--- src/hw/sar_port_pkg.sv ---
// Package: constants and carrier types for the converter host port
package sar_port_pkg;
    localparam int          RESULT_WIDTH     = 16;
    localparam int          BYTE_WIDTH       = 8;
    localparam int          CLK_PERIOD_NS    = 40;
    // Least low time of the combined start, in ns
    localparam int          START_LOW_NS     = 40;
    localparam int          START_LOW_CYCLES =
        (START_LOW_NS + CLK_PERIOD_NS - 1) / CLK_PERIOD_NS;
    // Modelled conversion length in clock cycles
    localparam int          CONV_CYCLES      = 100;
    localparam logic [15:0] RESULT_RESET     = 16'h0000;

    // Synchronised host controls
    typedef struct packed {
        logic selN;
        logic readConv;
        logic byteSel;
    } hostCtl_t;

    // Parallel bus drive
    typedef struct packed {
        logic [15:0] data;
        logic [15:0] oe;
    } busDrive_t;
endpackage : sar_port_pkg

--- src/hw/pin_sync.sv ---
// Two-flop synchroniser for a group of pin inputs
`timescale 1ns/1ns
module pin_sync #(
    parameter int WIDTH = 3
) (
    // Clock and reset
    input  wire logic             mclk,
    input  wire logic             rst_b,
    // Pins in, synchronised out
    input  wire logic [WIDTH-1:0] pinIn,
    output logic      [WIDTH-1:0] syncOut
);
    typedef struct packed {
        logic [WIDTH-1:0] stage1;
        logic [WIDTH-1:0] stage2;
    } syncState_t;

    syncState_t state_q;
    syncState_t state_d;

    // Stage one feeds only stage two
    always_comb begin
        state_d        = state_q;
        state_d.stage1 = pinIn;
        state_d.stage2 = state_q.stage1;
    end

    // Inactive-high reset value keeps the port idle
    always_ff @(posedge mclk or negedge rst_b) begin
        if (!rst_b) begin
            state_q <= '1;
        end else begin
            state_q <= state_d;
        end
    end

    assign syncOut = state_q.stage2;
endmodule : pin_sync

--- src/hw/sar_adc_parallel_host_port.sv ---
// Control and parallel readout port of a 16-bit successive-approximation converter
// Operation
// RQ1: Busy low from conversion start until result register updated.
// RQ2: Select and read/convert are ORed; either can trigger the other.
// RQ3: With read/convert low, select falling edge starts a conversion.
// RQ4: With select low and busy high, read/convert falling starts conversion.
// RQ5: With select low, read/convert rising edge enables the output bus.
// RQ6: Output bus floats while select high or read/convert low.
// RQ7: Result MSB on data bit 15, LSB on data bit 0.
// RQ8: Byte mode: select low gives upper byte, high gives lower byte.
// RQ9: Result is coded in binary two's complement.
// RQ10: Convert command during busy aborts and restarts converter logic.
// RQ11: Host holds both inputs low at least 40 ns to start.
// RQ12: Conversion ends after fixed cycles; register updates before busy rises.
`timescale 1ns/1ns
module sar_adc_parallel_host_port
    import sar_port_pkg::*;
#(
    parameter int CONV_LEN = CONV_CYCLES
) (
    // Clock and reset
    input  wire logic        mclk,
    input  wire logic        rst_b,
    // Host controls, asynchronous pins
    input  wire logic        selN,
    input  wire logic        readConv,
    input  wire logic        byteSel,
    // Sampled analog value, two's complement code from the front end
    input  wire logic [15:0] sampleCode,
    // Status
    output logic             busyN,
    // Parallel result bus, three signals per pin
    input  wire logic [15:0] resultDataIn,
    output logic      [15:0] resultDataOut,
    output logic      [15:0] resultDataOe
);
    typedef enum logic [1:0] {IDLE, QUALIFY, CONVERT, UPDATE} phase_t;

    typedef struct packed {
        phase_t      phase;
        logic        startPrev;
        logic        readPrev;
        logic [15:0] count;
        logic [15:0] held;
        logic [15:0] result;
        logic        busyN;
        busDrive_t   bus;
    } portState_t;

    portState_t state_q;
    portState_t state_d;
    hostCtl_t   ctl;
    logic [2:0] syncVec;
    logic       startLow;
    logic       startFall;
    logic       readRise;
    logic       outEn;

    // Pins cross into mclk before any decode
    pin_sync #(
        .WIDTH (3)
    ) u_sync (
        .mclk    (mclk),
        .rst_b   (rst_b),
        .pinIn   ({selN, readConv, byteSel}),
        .syncOut (syncVec)
    );
    assign ctl = hostCtl_t'(syncVec);

    // OR of active-low inputs: low only when both are low
    assign startLow  = ctl.selN | ctl.readConv;             // see RQ2
    // A falling combined level is select falling with r/c low or vice versa
    assign startFall = state_q.startPrev & ~startLow;       // see RQ3 see RQ4
    assign readRise  = ~state_q.readPrev & ctl.readConv & ~ctl.selN; // see RQ5
    assign outEn     = ~ctl.selN & ctl.readConv;            // see RQ6

    // Next state
    always_comb begin
        state_d           = state_q;
        state_d.startPrev = startLow;
        state_d.readPrev  = ctl.readConv;
        case (state_q.phase)
            IDLE: begin
                if (startFall) begin
                    // Hold the sample at the instant of the command
                    state_d.held  = sampleCode;                 // see RQ9
                    state_d.count = 16'(START_LOW_CYCLES);
                    state_d.phase = QUALIFY;
                end
            end
            QUALIFY: begin
                // Short glitches below the least low time are dropped
                if (startLow) begin
                    state_d.phase = IDLE;                       // see RQ11
                end else if (state_q.count <= 16'(START_LOW_CYCLES)) begin
                    state_d.busyN = 1'b0;                       // see RQ1
                    state_d.count = 16'(CONV_LEN);
                    state_d.phase = CONVERT;
                end
            end
            CONVERT: begin
                if (startFall) begin
                    // New command aborts: converter restarts on new sample
                    state_d.held  = sampleCode;                 // see RQ10
                    state_d.count = 16'(CONV_LEN);
                end else if (state_q.count <= 16'h0001) begin
                    state_d.phase = UPDATE;                     // see RQ12
                end else begin
                    state_d.count = state_q.count - 16'h0001;
                end
            end
            UPDATE: begin
                // Register first, busy released one cycle later
                state_d.result = state_q.held;                  // see RQ12
                state_d.phase  = IDLE;
            end
            default: begin
                state_d.phase = IDLE;
            end
        endcase
        // Busy rises only after result register holds the new word
        if (state_q.phase == IDLE && !state_q.busyN) begin
            state_d.busyN = 1'b1;                               // see RQ1
        end
        // Output drive: word or byte chosen by byte select
        state_d.bus.data = state_q.result;                      // see RQ7
        if (ctl.byteSel) begin
            state_d.bus.data[BYTE_WIDTH-1:0] = state_q.result[BYTE_WIDTH-1:0]; // see RQ8
        end else begin
            state_d.bus.data[BYTE_WIDTH-1:0] = state_q.result[15:BYTE_WIDTH];  // see RQ8
        end
        // Readout rising edge and held level both keep bus enabled
        state_d.bus.oe = (outEn | readRise) ? 16'hFFFF : 16'h0000; // see RQ5 see RQ6
        if (!outEn) begin
            state_d.bus.oe = 16'h0000;                          // see RQ6
        end
    end

    // State register
    always_ff @(posedge mclk or negedge rst_b) begin
        if (!rst_b) begin
            state_q           <= '0;
            state_q.phase     <= IDLE;
            state_q.startPrev <= 1'b1;
            state_q.readPrev  <= 1'b1;
            state_q.result    <= RESULT_RESET;
            state_q.busyN     <= 1'b1;
        end else begin
            state_q <= state_d;
        end
    end

    // Outputs straight from flops
    assign busyN         = state_q.busyN;
    assign resultDataOut = state_q.bus.data;
    assign resultDataOe  = state_q.bus.oe;
endmodule : sar_adc_parallel_host_port

--- config.mk ---
export PLATFORM = sky130hd
export DESIGN_NAME = sar_adc_parallel_host_port
export DESIGN_NICKNAME = d
export VERILOG_FILES = /design/src/hw/sar_port_pkg.sv /design/src/hw/pin_sync.sv /design/src/hw/sar_adc_parallel_host_port.sv
export SDC_FILE = /design/constraint.sdc
export NUM_CORES = 1
export LEC_CHECK = 0
export ABC_CLOCK_PERIOD_IN_PS = 5700
export BUFFER_PORTS_ARGS = -buffer_cell sky130_fd_sc_hd__buf_2
export CORE_ASPECT_RATIO = 0.5
export CORE_MARGIN = 4
export CORE_UTILIZATION = 40
export DETAILED_ROUTE_END_ITERATION = 7
export SLEW_MARGIN = 20
export SYNTH_ARGS = -nofsm -noshare
export SYNTH_HDL_FRONTEND = slang
export SYNTH_SLANG_ARGS = --single-unit
--- constraint.sdc ---
create_clock -name mclk -period 5.7 [get_ports mclk]
set_input_delay 1.14 -clock mclk [delete_from_list [all_inputs] [get_ports mclk]]
set_output_delay 1.14 -clock mclk [all_outputs]
set_load 0.05 [all_outputs]
Word level (Yosys, flattened, before mapping)
Cells that the tools add are included.

$add $sub $neg: 1. Order comparisons: 1. Equal/unequal tests: 12. Muxes and demuxes: 21. Bitwise gates (word level): 9. Reduce and logical (&&, ||, !) cells: 11.

Operators with widths (number): 16-bit 2-to-1 mux (7); 16-bit case mux with 3 select lines (1); 32-bit 2-to-1 mux (1); 16-bit case mux with 2 select lines (1); 16-bit by 1-bit <= comparator with 1-bit output, second input constant (1); 16-bit by 1-bit subtractor with 16-bit output, second input constant (1); 2-bit != test, second input constant (6); 2-bit 2-to-1 mux (5); 8-bit 2-to-1 mux (1); 2-bit case mux with 4 select lines (1); 3-bit != test, second input constant (2); 3-bit AND reduction (2); 2-bit nonzero test (3); 5-bit AND reduction (1); 1-bit bitwise AND (4); 2-bit == test, second input constant (2); 1-bit 2-to-1 mux (4); 4-bit AND reduction (1); 1-bit inverter (3); 3-bit nonzero test (1); 2-bit by 1-bit == test with 1-bit output, second input constant (1); 2-bit logical NOT (1); 2-bit by 1-bit != test with 1-bit output, second input constant (1); 1-bit OR (2); 2 further kinds (2).

Bits in registers: 91. Input bits: 37. Output and inout port bits: 33. Word-level logic and storage cells: 66.

Longest topological paths before layout
Depth in word-level cells: 6. Gate-level depth with buffers: 9. Depth with buffers taken out: 7.

By module
A second synthesis with hierarchy kept.

Cells, all modules: 269. Area, all modules: 3383.2 um2.

By module, submodules not included: sar_adc_parallel_host_port (times used 1, cells each 263, area an instance 3225.6 um2, sequential area each 1729.2 um2); pin_sync (times used 1, cells each 6, area an instance 157.7 um2, sequential area each 157.7 um2).

Least setup slack after synthesis
Ideal clock, no wire load.

Path type: register to register. Start point: register state_q[65] in the netlist's numbering. End point: register state_q[74] in the netlist's numbering. Library setup time: 0.121 ns. Arrival: 2.255 ns. Required time: 5.579 ns. Slack: 3.324 ns. Stages on the path, launching flop included: 10. Cell sequence: dfrtp_1 -> inv_1 -> ha_1 -> clkbuf_1 -> nor2_1 -> nor4_1 -> a31oi_1 -> buf_2 -> or4_1 -> o2bb2ai_1.

Cells in the longest elaborated chain, start to end: 4. Elaborated cells on any way between the ends: 8.

Ends and longest elaborated chain: from (decl) (RTL line sar_adc_parallel_host_port.sv:50) `portState_t state_q;`; from (signal assigned) (RTL line sar_adc_parallel_host_port.sv:149) `state_q <= state_d;`; 16-bit by 1-bit subtractor with 16-bit output (RTL line sar_adc_parallel_host_port.sv:109) `state_d.count = state_q.count - 16'h0001;`; 16-bit 2-to-1 mux (RTL line sar_adc_parallel_host_port.sv:106) `end else if (state_q.count <= 16'h0001) begin`; 16-bit 2-to-1 mux (RTL line sar_adc_parallel_host_port.sv:102) `if (startFall) begin`; 16-bit case mux with 3 select lines (RTL line sar_adc_parallel_host_port.sv:82) `case (state_q.phase)`.

Several ways; a longest one is shown, not always the timed one. The select of a mux whose other input is x is not followed. A chain may end at the register's enable or synchronous reset.

Worst setup path after layout
Start point: register state_q[65] in the netlist's numbering. End point: register state_q[66] in the netlist's numbering.

Same word-level chain as after synthesis.

==> impl_table.tex <==
\begin{tabular}{lr}
\hline
Metric & Value \\
\hline
\multicolumn{2}{l}{\textbf{Status}} \\
Run status & finished clean \\
\multicolumn{2}{l}{\textbf{Place}} \\
Quantity of I/O buffers inserted on ports & 53 \\
Detailed-placement wirelength estimate & about 4800 microns \\
Routability Congestion & 0.850 \\
Dpl ws & 2880 ps \\
\multicolumn{2}{l}{\textbf{Drt}} \\
Vias per cell & 5.39 \\
Detailed-routing iteration count for the pre-antenna-repair pass & 4 \\
Vias & between 2000 and 2500 \\
Total Wirelength & 7110 microns \\
Routed WL per cell & 16.3 microns \\
Number of DRC violations after detailed-routing iteration 0 & 174 \\
ANT nets after route & 0 \\
DRC violation count after routing & 0 \\
\multicolumn{2}{l}{\textbf{Yosys}} \\
Adder-cell area share of the yosys netlist & 0.0246 \\
Sequential area share after synthesis & 0.531 \\
Count of state elements after synthesis & 75 \\
Xor/xnor share of the synthesized area & 0 \\
Most common flop cell mapped by yosys & sky130\_fd\_sc\_hd\_\_dfrtp\_1 \\
Number of warning messages in the yosys log & 0 \\
Mapped Avg Cell Area & 11.9 sq um \\
Fraction of the mapped netlist area in compound gates & 0.110 \\
Count of flip-flops with a built-in enable after synthesis & 0 \\
Share of synthesized registers carrying an async set or reset & 1.00 \\
Synthesized-area fraction occupied by and/or/nand/nor cells & 0.110 \\
Synthesized net count & between 300 and 400 \\
Unique cell type count in the Yosys netlist & 53 \\
Mux cell area share after synthesis & 0.133 \\
Mapped Area & 3560 sq um \\
Combinational family with the most area after synthesis & multiplexers \\
Number of cells produced by synthesis & 299 \\
\multicolumn{2}{l}{\textbf{Setup path}} \\
Reg2reg setup slack & 2790 ps \\
Critical Path Sink Type & register \\
Critical register-to-register path startpoint & state\_q[65] \\
Capture instance of the worst register-to-register path & state\_q[66] \\
Worst Setup Start Kind & register \\
Worst-path maximum fanout & 11 \\
R2R cell count & 7 \\
Worst path arrival time & 3120 ps \\
Critical Setup Path Class & reg2reg \\
Required arrival time at the worst endpoint & 5910 ps \\
\multicolumn{2}{l}{\textbf{CTS}} \\
Max H-tree Level & 3 \\
CTS tree & yes \\
Number of buffers created by CTS & 9 \\
Clock net sink count & 75 \\
Root buffer selected by CTS & sky130\_fd\_sc\_hd\_\_clkbuf\_16 \\
Count of cells resized by post-cts repair & 0 \\
Post-CTS setup-driven buffer insertion count & 0 \\
Post-CTS Hold Fix Bufs & 0 \\
Clock slew at reported path FFs & 60 ps \\
Clock insertion delay at the later pin of the skew report & between 300 and 400 ps \\
Clk buf depth & 2 \\
\multicolumn{2}{l}{\textbf{Hold path}} \\
Worst Hold Endpoint & u\_sync.syncOut[0] \\
Instance count along the most critical hold path & 0 \\
Kind of path behind the tightest hold check & reg2reg \\
Worst min-delay path startpoint & u\_sync.state\_d[0] \\
\multicolumn{2}{l}{\textbf{Timing}} \\
Shortest clock period the worst path allows after layout & approximately 2900 ps \\
Setup-violating endpoint count in the final report & 0 \\
Hold Vio Cnt, Final & 0 \\
Slew of the pin with the lowest slew margin & 1060 ps \\
FMAX & 343 MHz \\
Slew Limit Fails & 0 \\
Unrepaired setup endpoints after global routing & no \\
Post-Route Hold Slack & 355 ps \\
Layout Skew & 5.95 ps \\
Setup slack after layout & approximately 2800 ps \\
Headroom to the max-slew limit & 0.290 \\
Part of the cycle the worst path needs & 0.511 \\
Total negative slack for setup checks & 0 ps \\
\multicolumn{2}{l}{\textbf{Die}} \\
Effective utilization at floorplan & 0.428 \\
Die width & 141 microns \\
Area of the core & 8320 sq um \\
\# IOs & 70 \\
Die area & 10600 sq um \\
Die Span Y & 74.7 microns \\
Floorplan row count & 23 \\
\multicolumn{2}{l}{\textbf{Final layout}} \\
Number of nets in the layout & 363 \\
Synth-to-Final Area Change & 12.5\% \\
Area occupied by multi-input gates & 1340 sq um \\
Ratio of cells with drive above 1 in the final layout & 0.377 \\
Antenna cell count & 0 \\
Filler cells & approximately 750 \\
Combined flip-flop and latch cell area & 1890 sq um \\
\multicolumn{2}{l}{\textbf{Global route}} \\
Maximum number of pins on one net before global-route repair & 76 \\
Overall fraction of global-route tracks in use & 0.144 \\
Via count of the first global-routing pass & roughly 2400 \\
Overall overflow remaining after global route & 0 \\
First-pass GRT wire length & 11800 microns \\
Number of antenna violations at the first check in global routing & 0 \\
\multicolumn{2}{l}{\textbf{Power}} \\
P\_leak & 1.80 nW \\
Maximum vdd drop & 0.252 mV \\
Final total power & 2.39 mW \\
Pwr per Cell Area & 598 nW/um\^{}2 \\
\multicolumn{2}{l}{\textbf{Run}} \\
Number of violations of the max-capacitance limit & 0 \\
\hline
\end{tabular}
-- kinds of logic (layout without fill, tap and decap cells) --
family / count (synthesis) / after routing
compound gates: 53 / 53
fa+ha+maj: 7 / 7
buf+inv: 54 / 79
flops: 75 / 75
mux: 42 / 42
simple gates: 68 / 68
-- power by group --
part / switching (mW) / internal (mW)
Sequential: 0.116 / 0.738
Combinational: 0.623 / 0.321
Clock: 0.214 / 0.377
Total: 0.954 / 1.44
-- synth_stat cells, types with 5 or more instances --
cell type / count / area (sq um)
sky130_fd_sc_hd__dfstp_2: 8 / 210
sky130_fd_sc_hd__ha_1: 7 / 87.6
sky130_fd_sc_hd__buf_4: 32 / 240
sky130_fd_sc_hd__mux2_1: 10 / 113
sky130_fd_sc_hd__nand2_1: 7 / 26.3
sky130_fd_sc_hd__dfrtp_1: 67 / 1680
sky130_fd_sc_hd__inv_1: 8 / 30.0
sky130_fd_sc_hd__a21oi_1: 9 / 45.0
sky130_fd_sc_hd__nand3_1: 5 / 25.0
sky130_fd_sc_hd__o41ai_1: 9 / 78.8
sky130_fd_sc_hd__clkbuf_1: 10 / 37.5
sky130_fd_sc_hd__a31oi_1: 8 / 50.1
sky130_fd_sc_hd__mux2_2: 31 / 349
sky130_fd_sc_hd__nor2_1: 20 / 75.1
sky130_fd_sc_hd__nor4_1: 5 / 31.3
sky130_fd_sc_hd__or4_1: 5 / 37.5
-- how the worst max path moves through the flow --
stage | slack (ps) | cells past startpoint | end | startpoint
final | 2790 | 7 | state_q[66] | state_q[65]
after global routing | 2600 | 7 | state_q[73] | register
after CTS | 2860 | 7 | state_q[73] | register
after detailed placement | 2880 | 7 | state_q[66] | state_q[65]
after global placement | 2910 | 7 | state_q[66] | state_q[65]
after floorplan | 3320 | 9 | state_q[74] | state_q[65]
-- state kept, by name (all words and copies together) (netlist names), named ones only --
register        count
u_sync.state_d      3
state_q            42
state_d             8
u_sync.syncOut      3
busyN               1
resultDataOe        1
resultDataOut      16
-- routing by layer --
layer | vias up | global-route usage | wire [microns]
met3 | 10 | 0.0565 | 393
met1 | 1165 | 0.174 | 3060
met5 | - | 0 | 0
li1 | 1105 | - | -
met4 | 0 | 0.0365 | 74
met2 | 71 | 0.248 | 3590
-- metrics by stage --
step | std cells | cell area, sq um | utilization
after floorplan | 299 | 3560 | -
after global placement | 420 | 3680 | 0.442
after detailed placement | 420 | 3680 | 0.442
after CTS | 436 | 4000 | 0.481
after global routing | 436 | 4000 | 0.481
final | 436 | 4000 | 0.481
-- critical path: stages (launching register included) --
cell and delay, ps:
sky130_fd_sc_hd__dfrtp_1 430, sky130_fd_sc_hd__inv_1 120, sky130_fd_sc_hd__ha_1 370, sky130_fd_sc_hd__nor2_1 110, sky130_fd_sc_hd__nor4_1 440, sky130_fd_sc_hd__a31oi_1 480
sky130_fd_sc_hd__nor3_2 480, sky130_fd_sc_hd__mux2_1 360
-- area by class of cell --
| class | instances | area share |
|---|---|---|
| clock inverter | 4 | 0.0138 |
| multi-input combinational | 170 | 0.335 |
| tap | 112 | 0.0350 |
| inverter | 8 | 0.00751 |
| timing repair buffer | 55 | 0.0701 |
| clock buffer | 12 | 0.0666 |
| sequential | 75 | 0.472 |
-- layout by cell type (no fill, tap or decap), drive strengths merged, types with 2 or more instances in the layout --
cell	instances
a211oi	2
a21oi	9
a31o	2
a31oi	8
a41oi	3
and3	2
buf	55
clkbuf	12
dfrtp	67
dfstp	8
ha	7
inv	10
mux2	41
nand2	7
nand3	6
nand4	3
nor2	21
nor3	6
nor3b	2
nor4	6
o21ai	7
o31ai	2
o41ai	9
or2	2
or3	3
or4	6
Power figures use the tool's default switching activity.
